==> src/zdk_defs.svh <==
// constants for the zone lock and keyed digest command block
// assumes one compilation unit; the guard stops double inclusion
//
// Notes on behaviour
// - data summary walks slots in ascending order, then the OTP zone
// - slots flagged as holding private keys are left out of the data summary
// - matching data summary sets the data zone lock byte to 00
// - mismatch with check enabled returns an error and locks nothing
// - summary reads slot bytes as currently stored, altered top bits included
// - successful lock answers one byte of zero
// - summary check bit is ignored when locking a single slot
// - summary check bit set locks the zone without the summary check
// - mode bits 5..2 name the slot when zone code is 10, else zero
// - zone code 00 config, 01 data and OTP, 10 one slot, 11 error
// - keyed digest opcode 08h; selector bits 3..0 pick slot, all 16 hashed
// - challenge is 0 or 32 bytes, ignored when mode bit 0 set
// - keyed digest answers the 32 byte digest
// - message layout: key, challenge, opcode, mode, selector, zeros, serial fields
// - mode bit 6 clear zeroes serial bytes 2-3 and 4-7
// - temp key in use: mode bit 2 must equal its source flag
// - mode bit 1 picks slot or temporary key for first 32 bytes
// - mode bit 0 picks challenge or temporary key for second 32 bytes
// - lock of an area already locked is refused with an error
// - summary uses the same CRC-16 as the command framing
`ifndef ZDK_DEFS_SVH
`define ZDK_DEFS_SVH
`define ZDK_OP_LOCK    8'h17
`define ZDK_OP_MAC     8'h08
`define ZDK_LOCKED     8'h00
`define ZDK_UNLOCKED   8'h55
`define ZDK_LOCK_OK    8'h00
`define ZDK_ERR_OK     8'h00
`define ZDK_ERR_MISCMP 8'h01
`define ZDK_ERR_PARSE  8'h03
`define ZDK_ERR_EXEC   8'h0F
`define ZDK_CRC_POLY   16'h8005
`define ZDK_CRC_INIT   16'h0000
`define ZDK_OTP_BASE   10'h200
`define ZDK_DATA_END   10'h240
`define ZDK_CFG_BASE   10'h240
`define ZDK_CFG_END    10'h2C0
`define ZDK_MSG_CHAL   10'h020
`define ZDK_MSG_OP     10'h040
`define ZDK_MSG_SN8    10'h04F
`define ZDK_MSG_LEN    10'h058
`define ZDK_RLEN_LOCK  6'h01
`define ZDK_RLEN_MAC   6'h20
`define ZDK_A_CMD      5'h00
`define ZDK_A_STATUS   5'h01
`define ZDK_A_LOCKS    5'h02
`define ZDK_A_TKFLAG   5'h03
`define ZDK_A_RESP     5'h08
`define ZDK_A_TKEY     5'h10
`define ZDK_A_CHAL     5'h18
`endif

==> src/zdk_pkg.sv <==
// types for the zone lock and keyed digest command block
// assumes zdk_defs.svh holds every number
package zdk_pkg;
	typedef enum logic [2:0] {
		st_idle  = 3'h0,
		st_rd    = 3'h1,
		st_aw    = 3'h3,
		st_use   = 3'h2,
		st_fin   = 3'h6,
		st_waitd = 3'h7
	} zdk_state_t;
	typedef struct packed {
		logic [4:0]  addr;
		logic [31:0] wdata;
		logic        wr;
		logic        rd;
	} zdk_bus_t;
	typedef struct packed {
		logic [9:0] addr;
		logic       rd;
	} zdk_mem_t;
	typedef struct packed {
		logic [7:0] data;
		logic       valid;
		logic       last;
	} zdk_sha_t;
	typedef struct packed {
		logic [15:0] crc;
	} zdk_crc_state_t;
	typedef struct packed {
		zdk_state_t   st;
		logic [7:0]   opcode;
		logic [7:0]   mode;
		logic [15:0]  param2;
		logic [9:0]   ptr;
		logic [9:0]   pend;
		logic         busy;
		logic         done;
		logic [7:0]   err;
		logic [5:0]   rlen;
		logic [7:0]   cfg_lock;
		logic [7:0]   data_lock;
		logic [15:0]  slot_locked;
		logic         tk_valid;
		logic         tk_src;
		logic [255:0] tkey;
		logic [255:0] chal;
		logic [255:0] resp;
		zdk_mem_t     mem;
		zdk_sha_t     sha;
		logic [31:0]  rdata;
	} zdk_regs_t;
endpackage

==> src/zdk_crc16.sv <==
// crc-16 over a byte stream, bit 0 of each byte first
// assumes clr and en never both high; en takes din in that cycle
`timescale 1ns/100ps
`include "zdk_defs.svh"
module zdk_crc16 (
	input  wire logic        clk,
	input  wire logic        nrst,
	input  wire logic        clr,
	input  wire logic        en,
	input  wire logic [7:0]  din,
	output logic      [15:0] crc
);
	zdk_pkg::zdk_crc_state_t s_q;
	zdk_pkg::zdk_crc_state_t s_d;
	logic [15:0]             c;
	logic                    fb;

	always_comb begin
		c = s_q.crc;
		fb = 1'b0;
		for (int i = 0; i < 8; i++) begin
			fb = din[i] ^ c[15];
			c = {c[14:0], 1'b0};
			if (fb)
				c = c ^ `ZDK_CRC_POLY;
		end
		s_d = s_q;
		if (clr)
			s_d.crc = `ZDK_CRC_INIT;
		else if (en)
			s_d.crc = c;
	end

	always_ff @(posedge clk or negedge nrst) begin
		if (!nrst)
			s_q <= '{crc: `ZDK_CRC_INIT};
		else
			s_q <= s_d;
	end

	assign crc = s_q.crc;
endmodule // zdk_crc16

==> src/zdk_top.sv <==
// lock and keyed digest command execution with a plain register port
// assumes one-cycle-latency byte memory, external sha engine taking a byte
// per valid, and slot flags and serial number from same-clock logic
`timescale 1ns/100ps
`include "zdk_defs.svh"
module zdk_top (
	input  wire logic                  clk,
	input  wire logic                  nrst,
	input  wire zdk_pkg::zdk_bus_t     bus,
	output logic               [31:0]  rdata,
	output zdk_pkg::zdk_mem_t          mem,
	input  wire logic          [7:0]   mem_rdata,
	input  wire logic          [15:0]  priv_key_slots,
	input  wire logic          [71:0]  serial_number_bytes,
	output zdk_pkg::zdk_sha_t          sha,
	input  wire logic                  sha_done,
	input  wire logic          [255:0] sha_digest
);
	zdk_pkg::zdk_regs_t s_q;
	zdk_pkg::zdk_regs_t s_d;
	logic [15:0]        crc;
	logic               crc_clr;
	logic               crc_en;
	logic               fin;
	logic               do_lock;
	logic [7:0]         ferr;
	logic [1:0]         zone;
	logic               tk_use;
	logic               skip;
	logic [7:0]         kb;
	logic [7:0]         cb;
	logic [7:0]         msg;
	logic [3:0]         rel;
	logic [3:0]         snn;
	logic [9:0]         nxt;

	zdk_crc16 u_crc (
		.clk  (clk),
		.nrst (nrst),
		.clr  (crc_clr),
		.en   (crc_en),
		.din  (mem_rdata),
		.crc  (crc)
	);

	assign zone = s_q.mode[1:0];
	assign tk_use = s_q.mode[0] | s_q.mode[1];
	assign nxt = s_q.ptr + 10'h001;

	// message byte at ptr; slot bytes arrive on mem_rdata
	always_comb begin
		kb = 8'(s_q.tkey >> {~s_q.ptr[4:0], 3'b000});
		cb = 8'(s_q.chal >> {~s_q.ptr[4:0], 3'b000});
		rel = 4'(s_q.ptr - `ZDK_MSG_SN8);
		snn = 4'h0;
		msg = 8'h00;
		unique case (rel)
			4'h0: snn = 4'h8;
			4'h1, 4'h2, 4'h3, 4'h4: snn = 4'(rel + 4'h3);
			4'h5, 4'h6: snn = 4'(rel - 4'h5);
			default: snn = 4'(rel - 4'h5);
		endcase
		if (s_q.ptr < `ZDK_MSG_CHAL)
			msg = s_q.mode[1] ? kb : mem_rdata;
		else if (s_q.ptr < `ZDK_MSG_OP)
			msg = s_q.mode[0] ? kb : cb;
		else if (s_q.ptr == `ZDK_MSG_OP)
			msg = s_q.opcode;
		else if (s_q.ptr == `ZDK_MSG_OP + 10'h001)
			msg = s_q.mode;
		else if (s_q.ptr == `ZDK_MSG_OP + 10'h002)
			msg = s_q.param2[7:0];
		else if (s_q.ptr == `ZDK_MSG_OP + 10'h003)
			msg = s_q.param2[15:8];
		else if (s_q.ptr >= `ZDK_MSG_SN8) begin
			msg = 8'(serial_number_bytes >> {4'(4'h8 - snn), 3'b000});
			if (!s_q.mode[6] && snn != 4'h8 && snn > 4'h1)
				msg = 8'h00;
		end
	end

	// private key slots never reach the data summary
	assign skip = zone == 2'b01 && s_q.ptr < `ZDK_OTP_BASE
		&& priv_key_slots[s_q.ptr[8:5]];

	always_comb begin
		s_d = s_q;
		s_d.rdata = 32'h0000_0000;
		s_d.mem.rd = 1'b0;
		s_d.sha.valid = 1'b0;
		s_d.sha.last = 1'b0;
		crc_clr = 1'b0;
		crc_en = 1'b0;
		fin = 1'b0;
		do_lock = 1'b0;
		ferr = `ZDK_ERR_OK;
		// writes while busy are dropped so a command sees stable inputs
		if (bus.wr && !s_q.busy) begin
			if (bus.addr == `ZDK_A_CMD) begin
				s_d.opcode = bus.wdata[7:0];
				s_d.mode = bus.wdata[15:8];
				s_d.param2 = bus.wdata[31:16];
				s_d.busy = 1'b1;
				s_d.done = 1'b0;
				s_d.err = `ZDK_ERR_OK;
			end
			if (bus.addr == `ZDK_A_TKFLAG) begin
				s_d.tk_valid = bus.wdata[0];
				s_d.tk_src = bus.wdata[1];
			end
			for (int j = 0; j < 8; j++) begin
				if (bus.addr == 5'(`ZDK_A_TKEY + j))
					s_d.tkey[255 - 32 * j -: 32] = bus.wdata;
				if (bus.addr == 5'(`ZDK_A_CHAL + j))
					s_d.chal[255 - 32 * j -: 32] = bus.wdata;
			end
		end
		if (bus.rd) begin
			if (bus.addr == `ZDK_A_CMD)
				s_d.rdata = {s_q.param2, s_q.mode, s_q.opcode};
			if (bus.addr == `ZDK_A_STATUS)
				s_d.rdata = {10'h000, s_q.rlen, s_q.err, 6'h00, s_q.done, s_q.busy};
			if (bus.addr == `ZDK_A_LOCKS)
				s_d.rdata = {s_q.slot_locked, s_q.data_lock, s_q.cfg_lock};
			if (bus.addr == `ZDK_A_TKFLAG)
				s_d.rdata = {30'h0000_0000, s_q.tk_src, s_q.tk_valid};
			for (int j = 0; j < 8; j++) begin
				if (bus.addr == 5'(`ZDK_A_RESP + j))
					s_d.rdata = s_q.resp[255 - 32 * j -: 32];
				if (bus.addr == 5'(`ZDK_A_TKEY + j))
					s_d.rdata = s_q.tkey[255 - 32 * j -: 32];
				if (bus.addr == 5'(`ZDK_A_CHAL + j))
					s_d.rdata = s_q.chal[255 - 32 * j -: 32];
			end
		end
		unique case (s_q.st)
			zdk_pkg::st_idle: begin
				if (s_q.busy) begin
					crc_clr = 1'b1;
					s_d.ptr = 10'h000;
					if (s_q.opcode == `ZDK_OP_LOCK) begin
						if (s_q.mode[6] || zone == 2'b11
							|| (zone != 2'b10 && s_q.mode[5:2] != 4'h0)) begin
							fin = 1'b1;
							ferr = `ZDK_ERR_PARSE;
						end else if (zone == 2'b00 ? s_q.cfg_lock != `ZDK_UNLOCKED
							: zone == 2'b01 ? s_q.data_lock != `ZDK_UNLOCKED
							: s_q.slot_locked[s_q.mode[5:2]]) begin
							fin = 1'b1;
							ferr = `ZDK_ERR_EXEC;
						end else if (zone == 2'b10 || s_q.mode[7]) begin
							do_lock = 1'b1;
						end else begin
							s_d.ptr = zone == 2'b00 ? `ZDK_CFG_BASE : 10'h000;
							s_d.pend = zone == 2'b00 ? `ZDK_CFG_END : `ZDK_DATA_END;
							s_d.st = zdk_pkg::st_rd;
						end
					end else if (s_q.opcode == `ZDK_OP_MAC) begin
						if (s_q.mode[7] || s_q.mode[5:3] != 3'h0) begin
							fin = 1'b1;
							ferr = `ZDK_ERR_PARSE;
						end else if (tk_use && s_q.mode[2] != s_q.tk_src) begin
							fin = 1'b1;
							ferr = `ZDK_ERR_EXEC;
						end else if (tk_use && !s_q.tk_valid) begin
							fin = 1'b1;
							ferr = `ZDK_ERR_EXEC;
						end else begin
							s_d.pend = `ZDK_MSG_LEN;
							s_d.st = zdk_pkg::st_rd;
						end
					end else begin
						fin = 1'b1;
						ferr = `ZDK_ERR_PARSE;
					end
				end
			end
			zdk_pkg::st_rd: begin
				if (s_q.opcode == `ZDK_OP_LOCK && skip) begin
					s_d.ptr = nxt;
				end else begin
					s_d.mem.rd = 1'b1;
					s_d.mem.addr = s_q.opcode == `ZDK_OP_LOCK ? s_q.ptr
						: {1'b0, s_q.param2[3:0], s_q.ptr[4:0]};
					s_d.st = zdk_pkg::st_aw;
				end
			end
			zdk_pkg::st_aw: s_d.st = zdk_pkg::st_use;
			zdk_pkg::st_use: begin
				s_d.ptr = nxt;
				if (s_q.opcode == `ZDK_OP_LOCK)
					crc_en = 1'b1;
				else begin
					s_d.sha.valid = 1'b1;
					s_d.sha.data = msg;
					s_d.sha.last = nxt == s_q.pend;
				end
				if (nxt != s_q.pend)
					s_d.st = zdk_pkg::st_rd;
				else if (s_q.opcode == `ZDK_OP_LOCK)
					s_d.st = zdk_pkg::st_fin;
				else
					s_d.st = zdk_pkg::st_waitd;
			end
			zdk_pkg::st_fin: begin
				if (crc == s_q.param2)
					do_lock = 1'b1;
				else begin
					fin = 1'b1;
					ferr = `ZDK_ERR_MISCMP;
				end
			end
			zdk_pkg::st_waitd: begin
				if (sha_done) begin
					s_d.resp = sha_digest;
					s_d.rlen = `ZDK_RLEN_MAC;
					fin = 1'b1;
				end
			end
		endcase
		if (do_lock) begin
			unique case (zone)
				2'b00: s_d.cfg_lock = `ZDK_LOCKED;
				2'b01: s_d.data_lock = `ZDK_LOCKED;
				default: s_d.slot_locked[s_q.mode[5:2]] = 1'b1;
			endcase
			s_d.resp = {`ZDK_LOCK_OK, 248'h0};
			s_d.rlen = `ZDK_RLEN_LOCK;
			fin = 1'b1;
		end
		if (fin) begin
			s_d.busy = 1'b0;
			s_d.done = 1'b1;
			s_d.err = ferr;
			s_d.st = zdk_pkg::st_idle;
		end
	end

	always_ff @(posedge clk or negedge nrst) begin
		if (!nrst) begin
			s_q <= '0;
			s_q.st <= zdk_pkg::st_idle;
			s_q.cfg_lock <= `ZDK_UNLOCKED;
			s_q.data_lock <= `ZDK_UNLOCKED;
		end else
			s_q <= s_d;
	end

	assign rdata = s_q.rdata;
	assign mem = s_q.mem;
	assign sha = s_q.sha;

	// helper: bytes sent to the sha engine this command
	logic [6:0] vcnt_q;
	always_ff @(posedge clk or negedge nrst) begin
		if (!nrst)
			vcnt_q <= 7'h00;
		else if (!s_q.busy)
			vcnt_q <= 7'h00;
		else if (s_q.sha.valid)
			vcnt_q <= vcnt_q + 7'h01;
	end
endmodule // zdk_top

==> config.mk <==
export PLATFORM = sky130hd
export DESIGN_NAME = zdk_top
export DESIGN_NICKNAME = d
export VERILOG_FILES = /design/src/zdk_pkg.sv /design/src/zdk_crc16.sv /design/src/zdk_top.sv
export VERILOG_INCLUDE_DIRS = /design/src
export SDC_FILE = /design/constraint.sdc
export NUM_CORES = 2
export LEC_CHECK = 0
export ABC_AREA = 1
export BUFFER_PORTS_ARGS = -buffer_cell sky130_fd_sc_hd__buf_2
export CAP_MARGIN = 10
export CORE_MARGIN = 2
export CORE_UTILIZATION = 60
export CTS_CLUSTER_DIAMETER = 60
export DETAILED_ROUTE_END_ITERATION = 6
export HOLD_SLACK_MARGIN = 0.08
export PLACE_DENSITY = 0.81
export SKIP_LAST_GASP = 1
export SLEW_MARGIN = 20
export SYNTH_ARGS = -nofsm -noshare
export SYNTH_HDL_FRONTEND = slang
export SYNTH_SLANG_ARGS = --single-unit
==> constraint.sdc <==
create_clock -name clk -period 4.5 [get_ports clk]
set_input_delay 0.675 -clock clk [delete_from_list [all_inputs] [get_ports clk]]
set_output_delay 0.675 -clock clk [all_outputs]
set_load 0.05 [all_outputs]
==> results.txt <==
----------------------------------------------------
[Final layout]
  Fin cells ... 7645
  Post-layout instance area ... 0.0535 sq mm
  Area added between synthesis and finish ... 13.2%
  Commonest cells after routing, fill and taps aside ... nand2_1, o21ai_0, dfrtp_1
  Share of layout cells above drive strength 1 ... 12.0%
  Final core utilization ... 68.9%
  Fin nets ... 6916
  Most common cell after layout, fill and taps aside ... nand2_1

[Outcome]
  Outcome ... complete, but fails checks
  Failing checks ... design-rule violations

[CTS]
  Inserted Clock Buffers ... 99
  TritonCTS clock tree ... built
  Post_cts resized ... 0
  CTS sink count ... 913
  Hold-fix buffers at CTS ... 1
  Number of buffers inserted by post-CTS setup repair ... 0
  Clock slew seen by the registers of the worst setup and hold paths ... 0.06 ns
  Clock latency reported for the late side of the worst-skew pair ... 0.69 ns
  Number of buffers between clock root and the deepest sink ... 3
  CTS H-tree depth ... 3
  Buffer type at the clock tree root ... clkbuf_16

[Die]
  I/O pin count ... 447
  Number of placement rows ... 102
  Initial cell density of the core ... 60.8%
  Vertical extent of the die ... 285 um
  Full die area ... 0.0811 sq mm
  Standard cell core area ... 0.0777 sq mm
  Width of the die ... 285 um

[Setup path]
  Crit-path leading delay family ... compound AO/OA/AOI/OAI gates
  Cells along the critical path ... inv_6 > ha_1 > o31ai_1 > o21ai_2 > xor2_1 > inv_1 > o21ai_0 > nand4_1 > o211ai_1 > o21ai_0 > o211ai_1 > o21ai_0 > a21oi_1
  Max stage delay cell, worst path ... dfrtp_4
  Critical Path RT ... 5.11 ns
  Critical-path maximum fanout ... 35
  Data arrival time of the worst path ... 4.39 ns
  Setup CP Type ... reg -> reg
  Sum of buffers and inverters on the critical path ... 2
  Startpoint type of the worst setup path ... register
  Kind of end point of the critical path ... register
  Crit-path max cell delay ... 0.66 ns
  Most frequent CP cell ... o21ai_0

[Placement]
  Cell count after placement ... 7455
  Routability congestion estimate from global placement ... 1.06
  Dpl hpwl ... 135000 um
  Post-Place Cell Area ... 0.0501 sq mm
  Number of buffer cells added on primary ports ... 446

[STA]
  Slew @ Worst Pin ... 1.25 ns
  Period utilisation layout ... 84.0%
  Maximum clock skew at final layout ... 0.0465 ns
  Setup TNS ... 0 ns
  Max-slew violation count ... 0
  Number of hold-slack violations in the final timing report ... 0
  Number of failing setup endpoints in the final timing report ... 0
  Relative slew slack ... 16.4%
  Setup repair after global routing missed its margin ... no
  Fmax ... 264 MHz
  Min Clock Period, post-route ... 3.78 ns
  Final hold slack ... 0.216 ns

[Power]
  Fraction of power spent switching nets ... 38.6%
  Logic gate share of total power ... 29.6%
  Part of the total power dissipated in sequential elements ... 41.2%
  Internal power contribution ... 17600 uW
  Sw power ... 11100 uW
  Leakage power total ... 0.0251 uW
  Peak supply drop ... 0.358 mV
  Clock group share of total power ... 29.3%
  Power per standard cell area ... 536 mW/mm^2

[Logic synthesis]
  Fraction of synthesized cell area taken by the top area cell type ... 48.2%
  Syn Nets ... 6745
  Synthesized area per cell ... 7.45 sq um
  Number of enable flip-flop cells after synthesis ... 0
  Area of the mapped netlist ... 0.0473 sq mm
  Largest cells by area after synthesis ... dfrtp_1, nand2_1, o21ai_0, nand3_1, inv_1
  Proportion of register bits with asynchronous set or reset after synthesis ... 100%
  Yosys cell types ... 51
  Register bit total from synthesis ... 913
  Yosys warns ... 0
  Library cell occupying the most area in the post-synthesis netlist ... dfrtp_1
  Top_reg_cell synth ... dfrtp_1
  Share of synthesized area occupied by flip-flops and latches ... 48.3%
  Number of instances in the synthesized netlist ... 6346

[Routing]
  Number of vias per cell after detailed routing ... 6.37
  Vias post-DR ... 48700
  Sum of routed wire length over all layers ... 193000 um
  DR pass1 iterations ... 7
  Detail Route Antenna Nets ... 0
  Post-route DRC ... 8
  Average detailed-routed wire length per instance ... 25.2 um
  Violation count after the first detailed-routing iteration ... 8032

[Global route]
  Gr usage total ... 46.9%
  First-pass GRT wire length ... 286000 um
  Via count of the first global-routing pass ... 45100
  Pin count of the biggest net entering global routing ... 237
  Total grt overflow ... 0
  Number of antenna violations at the first check in global routing ... 12

[Run]
  Max Cap Viol ... 0

[Min path]
  Type of the worst min-delay path ... in -> reg

----------------------------------------------------
## sequential cells by signal, indices dropped and copies added (netlist names)
name and flops:
rdata 32, sha 10, s_q 844, u_crc.crc 16
mem 11
## cell usage after synthesis (all sizes together), types with 7 or more instances
library cell	instances
nor3	23
inv	516
a31oi	7
buf	88
a211oi	7
o22ai	159
a221oi	12
dfrtp	911
o21ai	1228
nand2	1630
nand3	509
o211ai	14
a22o	7
o221ai	9
xor2	15
nand4	52
xnor2	9
clkbuf	411
clkinv	7
a21oi	309
nor2	366
nand3b	8
## stage by stage
stage	total power (uW)	setup WS (ns)
3_5_place_dp	19900	0.716
3_3_place_gp	19700	0.744
4_1_cts	28300	0.868
2_1_floorplan	16800	1.18
5_1_grt	29900	0.428
6_report	28700	0.719
## worst paths after layout
| kind | start | endpoint | slack [ns] | cells past startpoint |
|---|---|---|---|---|
| hold / removal | sha_digest[121] | s_q[174]$_DFFE_PN0P_ | 0.22 | 3 |
| setup / recovery | s_q[881]$_DFFE_PN0P_ | sha[2]$_DFFE_PN0P_ | 0.72 | 13 |
| setup reg to reg | s_q[881]$_DFFE_PN0P_ | sha[2]$_DFFE_PN0P_ | 0.72 | 13 |
| hold reg to reg | s_q[823]$_DFFE_PN0P_ | s_q[823]$_DFFE_PN0P_ | 0.47 | 2 |
| max in group asynchronous | nrst | s_q[77]$_DFFE_PN0P_ | 2.59 | 4 |
| min in group asynchronous | nrst | u_crc.crc[14]$_DFFE_PN0P_ | 0.59 | 2 |
## layer usage
| layer | up-vias | track usage, % | part of all wire [%] |
|---|---|---|---|
| li1 | 21300 | - | - |
| met1 | 23100 | 61.8 | 37 |
| met2 | 3639 | 66.6 | 42 |
| met3 | 705 | 16.6 | 15 |
| met4 | 10 | 28.2 | 7.0 |
| met5 | - | 0 | 0.032 |
## cell families after synthesis
group | Yosys count | share of synthesized area [%]
simple gates | 2599 | 22.5
compound gates | 1783 | 19.9
flops | 913 | 48.3
xor+xnor | 24 | 0.532
fa+ha+maj | 5 | 0.132
buf+inv | 1022 | 8.61
## power by group through the flow
stage / Sequential [uW] / Clock [uW] / Combinational, uW
after global placement: 11800 / 0 / 7960
after floorplan: 11200 / 0 / 5590
after detailed placement: 11800 / 0 / 8130
after global routing: 12000 / 8750 / 9230
after CTS: 11700 / 8390 / 8190
final: 11800 / 8400 / 8480
## layout make-up
class / instances / area (sq um)
fill: 6612 / 24200
inverter: 523 / 1970
sequential: 913 / 22900
antenna: 6 / 15.0
timing repair buffer: 569 / 3540
multi-input combinational: 4411 / 20500
clock buffer: 146 / 2980
clock inverter: 37 / 397
tap: 1040 / 1300
## tightest hold or removal path: stages
cell and delay [ns]:
buf_2 0.07, nand3_1 0.06, o21ai_0 0.06
No activity file was read; power rests on OpenSTA's default activity.
